<file path="src/logic/ast_pkg.sv">
// Constants and types shared by the asynchronous serial transceiver
package ast_pkg;
  localparam int ADDR_W = 12;
  localparam int DATA_W = 32;

  // Register indices; byte address is four times the index
  localparam logic [7:0] IDX_IRQ_FLAGS = 8'h0c;
  localparam logic [7:0] IDX_RX_STATUS = 8'h18;
  localparam logic [7:0] IDX_TX_HOLD = 8'h19;
  localparam logic [7:0] IDX_RX_FIFO = 8'h1a;
  localparam logic [7:0] IDX_IRQ_EN = 8'h8c;
  localparam logic [7:0] IDX_TX_STATUS = 8'h98;
  localparam logic [7:0] IDX_BAUD = 8'h99;

  // Reset values
  localparam logic [7:0] RST_IRQ_FLAGS = 8'h00;
  localparam logic [7:0] RST_RX_STATUS = 8'h00;
  localparam logic [7:0] RST_TX_HOLD = 8'h00;
  localparam logic [7:0] RST_IRQ_EN = 8'h00;
  localparam logic [7:0] RST_TX_STATUS = 8'h02;
  localparam logic [7:0] RST_BAUD = 8'h00;

  // Field positions, receive status/control
  localparam int RX_SERIAL_PORT_ON_BIT = 7;
  localparam int RX_9BIT_BIT = 6;
  localparam int RX_CONTINUOUS_RECEIVE_ENABLE_BIT = 4;
  localparam int RX_FRAMING_FLAG_BIT = 2;
  localparam int RX_OVERRUN_FLAG_BIT = 1;
  localparam int RX_D9_BIT = 0;
  // Field positions, transmit status/control
  localparam int TX_CSRC_BIT = 7;
  localparam int TX_9BIT_BIT = 6;
  localparam int TX_EN_BIT = 5;
  localparam int TX_SYNC_BIT = 4;
  localparam int TX_HIGH_SPEED_BAUD_SELECT_BIT = 2;
  localparam int TX_SHIFTER_EMPTY_STATUS_BIT = 1;
  localparam int TX_D9_BIT = 0;
  // Field positions, flags and enables
  localparam int IRQ_RX_BIT = 5;
  localparam int IRQ_TX_BIT = 4;

  // Timing counts in oversampling ticks and bits, and FIFO depth in entries
  localparam logic [1:0] PRESCALE_LAST = 2'd3;
  localparam logic [3:0] PHASE_LAST = 4'd15;
  localparam logic [3:0] SAMPLE_FIRST = 4'd6;
  localparam logic [3:0] SAMPLE_SECOND = 4'd7;
  localparam logic [3:0] SAMPLE_THIRD = 4'd8;
  localparam logic [3:0] TX_FRAME_8 = 4'd10;
  localparam logic [3:0] TX_FRAME_9 = 4'd11;
  localparam logic [3:0] RX_LAST_8 = 4'd7;
  localparam logic [3:0] RX_LAST_9 = 4'd8;
  localparam logic [1:0] FIFO_DEPTH = 2'd2;

  typedef enum logic [1:0] {
    RX_IDLE = 2'b00,
    RX_START = 2'b01,
    RX_DATA = 2'b10,
    RX_STOP = 2'b11
  } ast_rx_state_t;
endpackage

</file>
<file path="src/logic/ast_transceiver.sv">
// Asynchronous serial transceiver with APB register access
`timescale 1ns/1ps
`default_nettype none

// Summary of operation
// - Frames are NRZ: start bit, eight or nine data bits, one stop bit.
// - Data bits are shifted out and in least significant bit first.
// - 8-bit divisor gives x16 or x64 bit-rate clock, chosen by high-speed select.
// - All asynchronous activity halts while the sleep input is high.
// - Async mode needs clocked-mode select clear and serial port on set.
// - Shifter reloads from holding buffer only after the stop bit, then at once.
// - Buffer-to-shifter move takes one cycle, then buffer-empty flag is set.
// - Buffer-empty flag ignores its enable, sets on transmit enable, clears on write.
// - Shifter-empty status is read-only, set while shifter empty, no interrupt.
// - Transmission starts with enable, buffered data and a shift clock, in any order.
// - Clearing transmit enable aborts, resets transmitter, releases the pin.
// - Ninth-bit mode sends nine data bits, ninth from the ninth-bit value.
// - Data recovery runs at 16 times the baud rate, shifter at bit rate.
// - Reception is enabled by the continuous-receive enable bit.
// - After stop bit, word enters FIFO if room, setting receive flag; its enable gates only the interrupt.
// - Receive flag is read-only, cleared when reads empty the FIFO.
// - Receive FIFO holds two entries while a third byte shifts in.
// - Third stop bit with FIFO full sets overrun and discards the word.
// - Overrun blocks FIFO loads; cleared by toggling continuous-receive enable.
// - Framing flag is set when the stop bit is sampled low.
// - Framing flag and ninth bit queue with data; reading loads next entry.
// - Receive level is majority of three samples near mid-bit.
module ast_transceiver (
  input wire logic clk,
  input wire logic reset,
  input wire logic psel,
  input wire logic penable,
  input wire logic pwrite,
  input wire logic [ast_pkg::ADDR_W-1:0] paddr,
  input wire logic [ast_pkg::DATA_W-1:0] pwdata,
  output logic [ast_pkg::DATA_W-1:0] prdata,
  output logic pready,
  output logic pslverr,
  input wire logic sleepMode,
  input wire logic rxIn,
  output logic txOut,
  output logic txOe_n,
  output logic serialIrq
);
  import ast_pkg::*;

  typedef struct packed {
    logic [7:0] baudCnt;
    logic [1:0] prescale;
    logic [3:0] txPhase;
    logic [7:0] txHold;
    logic txHoldFull;
    logic [10:0] txShift;
    logic [3:0] txBitsLeft;
    logic txBusy;
    logic txLine;
    ast_rx_state_t rxState;
    logic [3:0] rxPhase;
    logic [3:0] rxBitIdx;
    logic [8:0] rxShift;
    logic [1:0] rxSamp;
    logic rxArmed;
    logic [1:0][9:0] fifo;
    logic fifoHead;
    logic [1:0] fifoCount;
    logic overrun;
    logic serial_port_on;
    logic rx9;
    logic continuous_receive_enable;
    logic csrc;
    logic tx9;
    logic transmit_enable;
    logic syncMode;
    logic high_speed_baud_select;
    logic transmit_ninth_bit_value;
    logic [7:0] irqEn;
    logic [7:0] baudDiv;
    logic [31:0] rdData;
  } ast_state_t;

  ast_state_t s_r;
  ast_state_t s_nxt;

  function automatic logic maj3(input logic a, input logic b, input logic c);
    maj3 = (a & b) | (a & c) | (b & c);
  endfunction

  logic asyncOn;
  logic txRun;
  logic rxOn;
  logic tick;
  logic tick16;
  logic bitTick;
  logic txFlag;
  logic rxFlag;
  logic [7:0] idx;
  logic mapped;
  logic accessCycle;
  logic [9:0] headEntry;
  logic [7:0] rxStatus;
  logic [7:0] txStatus;
  logic [7:0] irqFlags;

  always_comb begin
    asyncOn = s_r.serial_port_on & ~s_r.syncMode;
    txRun = asyncOn & s_r.transmit_enable;
    rxOn = asyncOn & s_r.continuous_receive_enable;
    tick = ~sleepMode & (s_r.baudCnt == 8'h00);
    tick16 = tick & (s_r.high_speed_baud_select | (s_r.prescale == PRESCALE_LAST));
    bitTick = tick16 & (s_r.txPhase == PHASE_LAST);
    txFlag = txRun & ~s_r.txHoldFull;
    rxFlag = s_r.fifoCount != 2'd0;
    idx = paddr[9:2];
    mapped = (paddr[1:0] == 2'b00) && (paddr[11:10] == 2'b00) &&
             (idx == IDX_IRQ_FLAGS || idx == IDX_RX_STATUS || idx == IDX_TX_HOLD ||
              idx == IDX_RX_FIFO || idx == IDX_IRQ_EN || idx == IDX_TX_STATUS ||
              idx == IDX_BAUD);
    accessCycle = psel & penable;
    headEntry = s_r.fifo[s_r.fifoHead];
    rxStatus = 8'h00;
    rxStatus[RX_SERIAL_PORT_ON_BIT] = s_r.serial_port_on;
    rxStatus[RX_9BIT_BIT] = s_r.rx9;
    rxStatus[RX_CONTINUOUS_RECEIVE_ENABLE_BIT] = s_r.continuous_receive_enable;
    rxStatus[RX_FRAMING_FLAG_BIT] = headEntry[9];
    rxStatus[RX_OVERRUN_FLAG_BIT] = s_r.overrun;
    rxStatus[RX_D9_BIT] = headEntry[8];
    txStatus = 8'h00;
    txStatus[TX_CSRC_BIT] = s_r.csrc;
    txStatus[TX_9BIT_BIT] = s_r.tx9;
    txStatus[TX_EN_BIT] = s_r.transmit_enable;
    txStatus[TX_SYNC_BIT] = s_r.syncMode;
    txStatus[TX_HIGH_SPEED_BAUD_SELECT_BIT] = s_r.high_speed_baud_select;
    txStatus[TX_SHIFTER_EMPTY_STATUS_BIT] = ~s_r.txBusy;
    txStatus[TX_D9_BIT] = s_r.transmit_ninth_bit_value;
    irqFlags = 8'h00;
    irqFlags[IRQ_RX_BIT] = rxFlag;
    irqFlags[IRQ_TX_BIT] = txFlag;
  end

  always_comb begin
    logic [10:0] frame;
    logic [3:0] frameLen;
    logic vote;
    logic [1:0] slot;
    frame = 11'h000;
    frameLen = 4'h0;
    vote = 1'b0;
    slot = 2'b00;
    s_nxt = s_r;

    // Baud generator, frozen in sleep
    if (!sleepMode) begin
      if (s_r.baudCnt == 8'h00) begin
        s_nxt.baudCnt = s_r.baudDiv;
        s_nxt.prescale = s_r.high_speed_baud_select ? 2'd0 : s_r.prescale + 2'd1;
      end else begin
        s_nxt.baudCnt = s_r.baudCnt - 8'h01;
      end
    end
    if (tick16) begin
      s_nxt.txPhase = s_r.txPhase + 4'd1;
    end

    // APB read data captured in the setup cycle, so prdata is a flop
    if (psel && !penable) begin
      s_nxt.rdData = 32'h0000_0000;
      unique case (idx)
        IDX_IRQ_FLAGS: s_nxt.rdData[7:0] = irqFlags;
        IDX_RX_STATUS: s_nxt.rdData[7:0] = rxStatus;
        IDX_TX_HOLD: s_nxt.rdData[7:0] = s_r.txHold;
        IDX_RX_FIFO: s_nxt.rdData[7:0] = headEntry[7:0];
        IDX_IRQ_EN: s_nxt.rdData[7:0] = s_r.irqEn;
        IDX_TX_STATUS: s_nxt.rdData[7:0] = txStatus;
        IDX_BAUD: s_nxt.rdData[7:0] = s_r.baudDiv;
        default: s_nxt.rdData = 32'h0000_0000;
      endcase
      if (!mapped) begin
        s_nxt.rdData = 32'h0000_0000;
      end
    end

    // Transmitter
    frameLen = s_r.tx9 ? TX_FRAME_9 : TX_FRAME_8;
    frame = {1'b1, s_r.tx9 ? s_r.transmit_ninth_bit_value : 1'b1, s_r.txHold, 1'b0};
    if (!txRun) begin
      s_nxt.txBusy = 1'b0;
      s_nxt.txBitsLeft = 4'h0;
      s_nxt.txLine = 1'b1;
    end else begin
      if (bitTick && s_r.txBusy && s_r.txBitsLeft != 4'h0) begin
        s_nxt.txLine = s_r.txShift[0];
        s_nxt.txShift = {1'b1, s_r.txShift[10:1]};
        s_nxt.txBitsLeft = s_r.txBitsLeft - 4'd1;
      end else if (bitTick && s_r.txBusy) begin
        s_nxt.txBusy = 1'b0;
      end
      // Reload only once the stop bit has had its full bit time
      if (s_r.txHoldFull &&
          (!s_r.txBusy || (bitTick && s_r.txBitsLeft == 4'h0))) begin
        s_nxt.txBusy = 1'b1;
        s_nxt.txHoldFull = 1'b0;
        if (bitTick) begin
          s_nxt.txLine = 1'b0;
          s_nxt.txShift = {1'b1, frame[10:1]};
          s_nxt.txBitsLeft = frameLen - 4'd1;
        end else begin
          s_nxt.txShift = frame;
          s_nxt.txBitsLeft = frameLen;
        end
      end
    end

    // Receiver data recovery at 16 ticks per bit
    if (!rxOn) begin
      s_nxt.rxState = RX_IDLE;
      s_nxt.overrun = 1'b0;
      s_nxt.rxPhase = 4'h0;
      s_nxt.rxArmed = 1'b1;
    end else if (tick16) begin
      if (s_r.rxState == RX_IDLE) begin
        if (!rxIn && s_r.rxArmed) begin
          s_nxt.rxState = RX_START;
          s_nxt.rxPhase = 4'd1;
        end else if (rxIn) begin
          s_nxt.rxArmed = 1'b1;
        end
      end else begin
        s_nxt.rxPhase = s_r.rxPhase + 4'd1;
        if (s_r.rxPhase == SAMPLE_FIRST) begin
          s_nxt.rxSamp[0] = rxIn;
        end
        if (s_r.rxPhase == SAMPLE_SECOND) begin
          s_nxt.rxSamp[1] = rxIn;
        end
        if (s_r.rxPhase == SAMPLE_THIRD) begin
          vote = maj3(s_r.rxSamp[0], s_r.rxSamp[1], rxIn);
          unique case (s_r.rxState)
            RX_START: begin
              // A start bit that votes high was a glitch
              s_nxt.rxState = vote ? RX_IDLE : RX_DATA;
              s_nxt.rxBitIdx = 4'h0;
            end
            RX_DATA: begin
              s_nxt.rxShift = {vote, s_r.rxShift[8:1]};
              s_nxt.rxBitIdx = s_r.rxBitIdx + 4'd1;
              if (s_r.rxBitIdx == (s_r.rx9 ? RX_LAST_9 : RX_LAST_8)) begin
                s_nxt.rxState = RX_STOP;
              end
            end
            RX_STOP: begin
              s_nxt.rxState = RX_IDLE;
              // Low stop bit must return high first, else its tail looks like a start
              s_nxt.rxArmed = vote;
            end
            default: s_nxt.rxState = RX_IDLE;
          endcase
        end
      end
    end

    // APB writes and the FIFO pop take effect in the access cycle
    if (accessCycle && mapped) begin
      if (pwrite) begin
        unique case (idx)
          IDX_RX_STATUS: begin
            s_nxt.serial_port_on = pwdata[RX_SERIAL_PORT_ON_BIT];
            s_nxt.rx9 = pwdata[RX_9BIT_BIT];
            s_nxt.continuous_receive_enable = pwdata[RX_CONTINUOUS_RECEIVE_ENABLE_BIT];
          end
          IDX_TX_HOLD: begin
            s_nxt.txHold = pwdata[7:0];
            s_nxt.txHoldFull = 1'b1;
          end
          IDX_IRQ_EN: s_nxt.irqEn = pwdata[7:0];
          IDX_TX_STATUS: begin
            s_nxt.csrc = pwdata[TX_CSRC_BIT];
            s_nxt.tx9 = pwdata[TX_9BIT_BIT];
            s_nxt.transmit_enable = pwdata[TX_EN_BIT];
            s_nxt.syncMode = pwdata[TX_SYNC_BIT];
            s_nxt.high_speed_baud_select = pwdata[TX_HIGH_SPEED_BAUD_SELECT_BIT];
            s_nxt.transmit_ninth_bit_value = pwdata[TX_D9_BIT];
          end
          IDX_BAUD: s_nxt.baudDiv = pwdata[7:0];
          default: s_nxt.baudDiv = s_r.baudDiv;
        endcase
      end else if (idx == IDX_RX_FIFO && s_r.fifoCount != 2'd0) begin
        s_nxt.fifoHead = ~s_r.fifoHead;
        s_nxt.fifoCount = s_r.fifoCount - 2'd1;
      end
    end

    // Stop bit: push after any pop this cycle so a read frees room first
    if (rxOn && tick16 && s_r.rxState == RX_STOP && s_r.rxPhase == SAMPLE_THIRD) begin
      if (!s_r.overrun) begin
        if (s_nxt.fifoCount == FIFO_DEPTH) begin
          s_nxt.overrun = 1'b1;
        end else begin
          slot = {1'b0, s_nxt.fifoHead} + s_nxt.fifoCount;
          s_nxt.fifo[slot[0]] = {~vote, s_r.rx9 ? s_r.rxShift[8] : 1'b0,
                                 s_r.rx9 ? s_r.rxShift[7:0] : s_r.rxShift[8:1]};
          s_nxt.fifoCount = s_nxt.fifoCount + 2'd1;
        end
      end
    end
  end

  always_ff @(posedge clk or posedge reset) begin
    if (reset) begin
      s_r <= '0;
      s_r.rxState <= RX_IDLE;
      s_r.txLine <= 1'b1;
      s_r.txHold <= RST_TX_HOLD;
      s_r.irqEn <= RST_IRQ_EN;
      s_r.baudDiv <= RST_BAUD;
    end else begin
      s_r <= s_nxt;
    end
  end

  assign prdata = s_r.rdData;
  assign pready = 1'b1;
  assign pslverr = accessCycle & ~mapped;
  assign txOut = s_r.txLine;
  assign txOe_n = ~txRun;
  assign serialIrq = (rxFlag & s_r.irqEn[IRQ_RX_BIT]) |
                     (txFlag & s_r.irqEn[IRQ_TX_BIT]);
endmodule

`default_nettype wire

</file>
<file path="config.mk">
export PLATFORM = sky130hd
export DESIGN_NAME = ast_transceiver
export DESIGN_NICKNAME = d
export VERILOG_FILES = /design/src/logic/ast_pkg.sv /design/src/logic/ast_transceiver.sv
export SDC_FILE = /design/constraint.sdc
export NUM_CORES = 1
export LEC_CHECK = 0
export BUFFER_PORTS_ARGS = -buffer_cell sky130_fd_sc_hd__buf_2
export CORE_MARGIN = 10
export CORE_UTILIZATION = 53
export DETAILED_ROUTE_END_ITERATION = 10
export MAX_ROUTING_LAYER = met4
export PLACE_DENSITY = 0.75
export RECOVER_POWER = 100
export SLEW_MARGIN = 0
export SYNTH_ARGS = -nofsm -noshare
export SYNTH_HDL_FRONTEND = slang
export SYNTH_SLANG_ARGS = --single-unit
</file>
<file path="constraint.sdc">
create_clock -name clk -period 3.52 [get_ports clk]
set_input_delay 0.352 -clock clk [delete_from_list [all_inputs] [get_ports clk]]
set_output_delay 0.352 -clock clk [all_outputs]
set_load 0.01 [all_outputs]
</file>
# [Word level (Yosys, flattened, before mapping)]
# Cells that the tools add are included.
[totals] reg_bits=143 inputBits=51 output_inout_bits=37 word_cells=209
[classes] n_addsub=10 n_lt_le_gt_ge=3 eq_ne=27 muxes=58 n_bitwise=29 reduce_logical=49
[op_table] operator="$pmux W8 S7" count=1
[op_table] operator="$mux W10" count=3
[op_table] operator="$mux W15" count=2
[op_table] operator="$eq A8 B5 Y1 const B" count=3
[op_table] operator="$eq A8 B8 Y1 const B" count=3
[op_table] operator="$mux W1" count=24
[op_table] operator="$mux W6" count=4
[op_table] operator="$mux W8" count=3
[op_table] operator="$mux W22" count=1
[op_table] operator="$bwmux W20" count=1
[op_table] operator="$mux W18" count=1
[op_table] operator="$reduce_and A3 Y1" count=6
[op_table] operator="$mux W3" count=5
[op_table] operator="$reduce_and A5 Y1" count=3
[op_table] operator="$and A1 B1 Y1" count=14
[op_table] operator="$logic_and A1 B1 Y1" count=14
[op_table] operator="$mux W14" count=1
[op_table] operator="$mux W13" count=1
[op_table] operator="$add A4 B1 Y4 const B" count=3
[op_table] operator="$mux W12" count=1
[op_table] operator="$ne A3 B1 Y1 const B" count=4
[op_table] operator="$reduce_and A4 Y1" count=3
[op_table] operator="$not A1 Y1" count=11
[op_table] operator="$demux W10 S1" count=1
[op_table] operator="other kinds (31)" count=63

# [Longest topological paths before layout]
[depth] depth_word=16 mapped_depth=12 ltp_nobuf=11

# [Worst setup path before layout]
# Ideal clock, no wire load.
[synth_path] path_type="input to register" startpoint="input port paddr[3] (netlist bit)" endpoint="register s_r[69] (netlist bit)" setup_time_ps=119 arrival_time_ps=3144 required_ps=3401 setup_slack_ps=258 stages=11 path_buffers=2 cell_sequence="buf_2 > nor4b_1 > o311ai_0 > nor4_2 > mux2_2 > inv_1 > ha_1 > or4b_4 > buf_6 > nand2_1 > o21ai_2"
[synth_via] elab_chain_cells=16 word_cells_on_any_way=29 cone_classes="add/sub (1); order compare (2); eq/ne (8); mux (6); bitwise (1); reduce/logical (11)"
[synth_lines] element="from (decl)" line_no="ast_transceiver.sv:34" text="input wire logic [ast_pkg::ADDR_W-1:0] paddr,"
[synth_lines] element="$eq A8 B4 Y1 / $eq A8 B5 Y1 (equally long branches)" line_no="ast_transceiver.sv:115" text="(idx == IDX_IRQ_FLAGS || idx == IDX_RX_STATUS || idx == IDX_TX_HOLD ||"
[synth_lines] element="$logic_or A1 B1 Y1 (3 in a row)" line_no="ast_transceiver.sv:115"
[synth_lines] element="$logic_or A1 B1 Y1 (3 in a row)" line_no="ast_transceiver.sv:116" text="idx == IDX_RX_FIFO || idx == IDX_IRQ_EN || idx == IDX_TX_STATUS ||"
[synth_lines] element="$logic_and A1 B1 Y1" line_no="ast_transceiver.sv:114" text="mapped = (paddr[1:0] == 2'b00) && (paddr[11:10] == 2'b00) &&"
[synth_lines] element="$logic_and A1 B1 Y1" line_no="ast_transceiver.sv:262" text="if (accessCycle && mapped) begin"
[synth_lines] element="$mux W3 (*)" line_no="ast_transceiver.sv:262"
[synth_lines] element="$add A1 B1 Y1" line_no="ast_transceiver.sv:298" text="slot = {1'b0, s_nxt.fifoHead} + s_nxt.fifoCount;"
[synth_lines] element="$lt A1 B2 Y1 (not written as such) / $ge A1 B1 Y1 (equally long branches)" line_no="ast_transceiver.sv:299" text="s_nxt.fifo[slot[0]] = {~vote, s_r.rx9 ? s_r.rxShift[8] : 1'b0,"
[synth_lines] element="$logic_and A1 B1 Y1 (not written as such)" line_no="ast_transceiver.sv:299"
[synth_lines] element="$mux W10" line_no="ast_transceiver.sv:299"
[synth_lines] element="$demux W10 S1" line_no="ast_transceiver.sv:299"
[synth_lines] element="$bwmux W20" line_no="ast_transceiver.sv:299"
[synth_lines] element="to (signal assigned)" line_no="ast_transceiver.sv:316" text="s_r <= s_nxt;"
[synth_lines] element="to (decl)" line_no="ast_transceiver.sv:81" text="ast_state_t s_r;"
# Mark *: on every way between the ends. The rest lies on a longest branch, timed or not.
# A chain may end at the register's enable or synchronous reset.

# [Final worst setup path]
[layout_path] startpoint="register s_r[137] (netlist bit)" endpoint="register s_r[105] (netlist bit)"
[layout_via] elab_chain_cells=9 word_cells_on_any_way=13 cone_classes="eq/ne (1); mux (3); bitwise (3); reduce/logical (6)"
[layout_lines] element="$logic_not A8 Y1 (*)" line_no="ast_transceiver.sv:108" text="tick = ~sleepMode & (s_r.baudCnt == 8'h00);"
[layout_lines] element="$and A1 B1 Y1 (*)" line_no="ast_transceiver.sv:108"
[layout_lines] element="$and A1 B1 Y1 (*)" line_no="ast_transceiver.sv:109" text="tick16 = tick & (s_r.high_speed_baud_select | (s_r.prescale == PRESCALE_LAST));"
[layout_lines] element="$and A1 B1 Y1 (*)" line_no="ast_transceiver.sv:110" text="bitTick = tick16 & (s_r.txPhase == PHASE_LAST);"
[layout_lines] element="$logic_and A1 B1 Y1" line_no="ast_transceiver.sv:199" text="(!s_r.txBusy || (bitTick && s_r.txBitsLeft == 4'h0))) begin"
[layout_lines] element="$logic_or A1 B1 Y1" line_no="ast_transceiver.sv:199"
[layout_lines] element="$logic_and A1 B1 Y1" line_no="ast_transceiver.sv:198" text="if (s_r.txHoldFull &&"
[layout_lines] element="$mux W18" line_no="ast_transceiver.sv:198"
[layout_lines] element="$mux W6" line_no="ast_transceiver.sv:185" text="if (!txRun) begin"
# Marked as above.

==> flow_metrics.env <==
export IMPL_status="finished, violations left"
export IMPL_failed_checks="capacitance limit, slew limit"
export IMPL_path_class="reg2reg"
export IMPL_reg2reg_to="s_r[105]$_DFFE_PP0P_"
export IMPL_first_iter_violations=388
export IMPL_yosysTopAreaCell="dfrtp_1"
export IMPL_hold_path_class="in2reg"
export IMPL_mostFrequentLayoutCells="dfrtp_1, nand2_1, o21ai_0"
export IMPL_antennaDiodeCount=0
export IMPL_cts_setup_buffers=0
export IMPL_synth_distinct_cells=65
export IMPL_ir_drop_uv=339
export IMPL_synth_cells=664
export IMPL_grt_pass1_vias=5157
export IMPL_synth_top_area_share_pct=44.4
export IMPL_r2r_cells=8
export IMPL_worst_pin_slew_ns=2.56
export IMPL_htree_num_levels=4
export IMPL_clock_latency_ns=0.42
export IMPL_r2r_start="s_r[137]$_DFFE_PP0N_"
export IMPL_hold_path_cell_count=2
export IMPL_cap_violations=1
export IMPL_ys_async_sr_fraction_pct=100
export IMPL_die_w_um=132
export IMPL_cts_max_path_buffers=2
export IMPL_min_period_ns=3.22
export IMPL_root_buffer="clkbuf_16"
export IMPL_synth_top_family_by_area="simple AND/OR/NAND/NOR gates"
export IMPL_yosysSeqAreaShare_pct=44.8
export IMPL_start_util_pct=54.7
export IMPL_antenna_found_initial=0
export IMPL_die_area_um2=17400
export IMPL_row_count=40
export IMPL_min_delay_worst_endpoint="s_r[122]$_DFFE_PP0P_"
export IMPL_ys_ff_latch=119
export IMPL_ctsResizeCount=0
export IMPL_clk_pin_slew_ns=0.05
export IMPL_core_um2=12200
export IMPL_rsz0062_at_grt="false"
export IMPL_drt_pre_antenna_iters=6
export IMPL_overflow=0
export IMPL_die_h_um=132
export IMPL_ctsHoldBuffers=0
export IMPL_synth_compound_area_share_pct=15.7
export IMPL_drive_above_1_share_pct=16.2
export IMPL_p_leak_nw=3.28
export IMPL_numCtsBuffers=17
export IMPL_synth_simple_area_share_pct=16.2
export IMPL_setup_viol=0
export IMPL_drc=0
export IMPL_cts_tree="done"
export IMPL_yosys_area_share_xor_xnor_pct=0.790
export IMPL_synthFlopType="dfrtp_1"
export IMPL_grt_start_max_net_pins=70
export IMPL_slew_headroom_pct=-71.1
export IMPL_num_vias=5111
export IMPL_slew_violations=70
export IMPL_end_kind="register"
export IMPL_via_per_inst=5.85
export IMPL_wl_um=16000
export IMPL_path_max_fanout=12
export IMPL_cp_data_arrival_time_ns=3.56
export IMPL_setup_tns_final_ns=0
export IMPL_fin_crit_sh_pct=91.4
export IMPL_synthMuxAreaShare_pct=12.0
export IMPL_min_from="pwdata[1]"
export IMPL_synth_adder_area_share_pct=3.01
export IMPL_power_density_nw_per_um2=470
export IMPL_synth_edf_count=0
export IMPL_layout_nets=760
export IMPL_grt_pass1_wl_um=26400
export IMPL_grt_total_usage_pct=19.1
export IMPL_place_hpwl_um=11700
export IMPL_clkSinkCount=119
export IMPL_finalHoldViolations=0
export IMPL_post_place_cells=842
export IMPL_clock_skew_ns=0.00631
export IMPL_synthTopCellsByArea="dfrtp_1, mux2_2, mux2i_1, buf_4, nand2_1"
export IMPL_routedWlPerCell_um=18.3
export IMPL_required_ns=3.86
export IMPL_pin_count=88
export IMPL_ys_warn_count=0
export IMPL_synthToLayoutAreaGrowth_pct=9.38
export IMPL_final_cells=873
export IMPL_syn_area_um2=6660
export IMPL_fmax_mhz=311
export IMPL_gp_congestion=0.926
export IMPL_postRouteAntennaNets=0
export IMPL_r2r_slack_ns=0.30
export IMPL_port_buffers=38
export IMPL_start_kind="register"
export IMPL_final_common_cell="dfrtp_1"
export IMPL_avgSynthCellArea_um2=10.0
## through the flow
step / area, um^2 / hold WS, ns / utilization [%] / setup slack [ns] / total power [mW]
final: 7280 / 0.247 / 59.9 / 0.303 / 3.42
after global routing: 7280 / 0.229 / 59.9 / 0.105 / 3.57
after CTS: 7400 / 0.148 / 60.8 / 0.391 / 3.45
after detailed placement: 6850 / 0.466 / 56.3 / 0.173 / 1.87
after global placement: 6850 / 0.460 / 56.3 / 0.252 / 1.85
after floorplan: 6740 / 0.445 / - / 0.0122 / 1.79
## report_power, final
part	internal (mW)	leakage [nW]	switching (mW)
clock	0.980	0.267	0.598
sequential	1.43	1.58	0.0818
combinational	0.120	1.43	0.212
## synthesized netlist by cell type (all sizes together) (7+ instances only)
cell	number
dfrtp	118
nand2	63
o21ai	56
mux2	44
buf	41
nor2	38
a21oi	34
mux2i	30
inv	25
clkbuf	22
nand3	21
ha	16
and3	14
a22oi	11
nor3	11
a211oi	8
a22o	7
nand4	7
## cell families (layout without fill, tap and decap cells)
logic type / count (synthesis) / in the layout
multiplexers: 74 / 74
other: 2 / 25
AND/OR/NAND/NOR: 201 / 201
adder cells (fa/ha/maj): 16 / 16
flip-flops: 119 / 119
buffers and inverters: 89 / 107
AO/OA/AOI/OAI: 157 / 157
XOR/XNOR: 6 / 6
## registers in the layout, summed over array words and instances, names as in the netlist
register / cells
prdata: 8
rxStatus: 4
s_r: 106
txOut: 1
## worst max-delay path: stages (launching register included)
cell and delay (ns):
dfrtp_1 0.42, or4_1 0.79, or4_1 0.65, nor2_1 0.42, ha_1 0.34, and2_1 0.15
o21ai_0 0.14, a22oi_1 0.11, nor2_1 0.10
## final cells by class
class | count | area (um^2)
inverter | 26 | 97.6
clock buffer | 23 | 498
sequential | 119 | 2980
tap | 168 | 210
fill | 1068 | 4880
clock inverter | 8 | 47.5
multi-input combinational | 479 | 3210
timing repair buffer | 50 | 240
## how the worst max path moves through the flow
| stage | start | endpoint | slack (ns) | cells after the start |
|---|---|---|---|---|
| floorplan | reset | prdata[0]$_DFFE_PP0P_ | 0.01 | 1 |
| global placement | paddr[3] | s_r[61]$_DFFE_PP0P_ | 0.25 | 11 |
| detailed placement | paddr[3] | s_r[66]$_DFFE_PP0P_ | 0.17 | 11 |
| CTS | s_r[135]$_DFFE_PP0N_ | s_r[105]$_DFFE_PP0P_ | 0.39 | 10 |
| global route | reset | s_r[121]$_DFFE_PP0P_ | 0.11 | 3 |
| finish | s_r[137]$_DFFE_PP0N_ | s_r[105]$_DFFE_PP0P_ | 0.30 | 8 |
## layer usage
| metal | vias to the layer above | track usage (%) | wire, um |
|---|---|---|---|
| met5 | - | - | 0 |
| met4 | 0 | 8.16 | 410 |
| met2 | 188 | 29.7 | 7660 |
| met1 | 2493 | 22.6 | 6810 |
| li1 | 2406 | - | - |
| met3 | 24 | 5.83 | 1130 |
(Power assumes the default switching activity.)
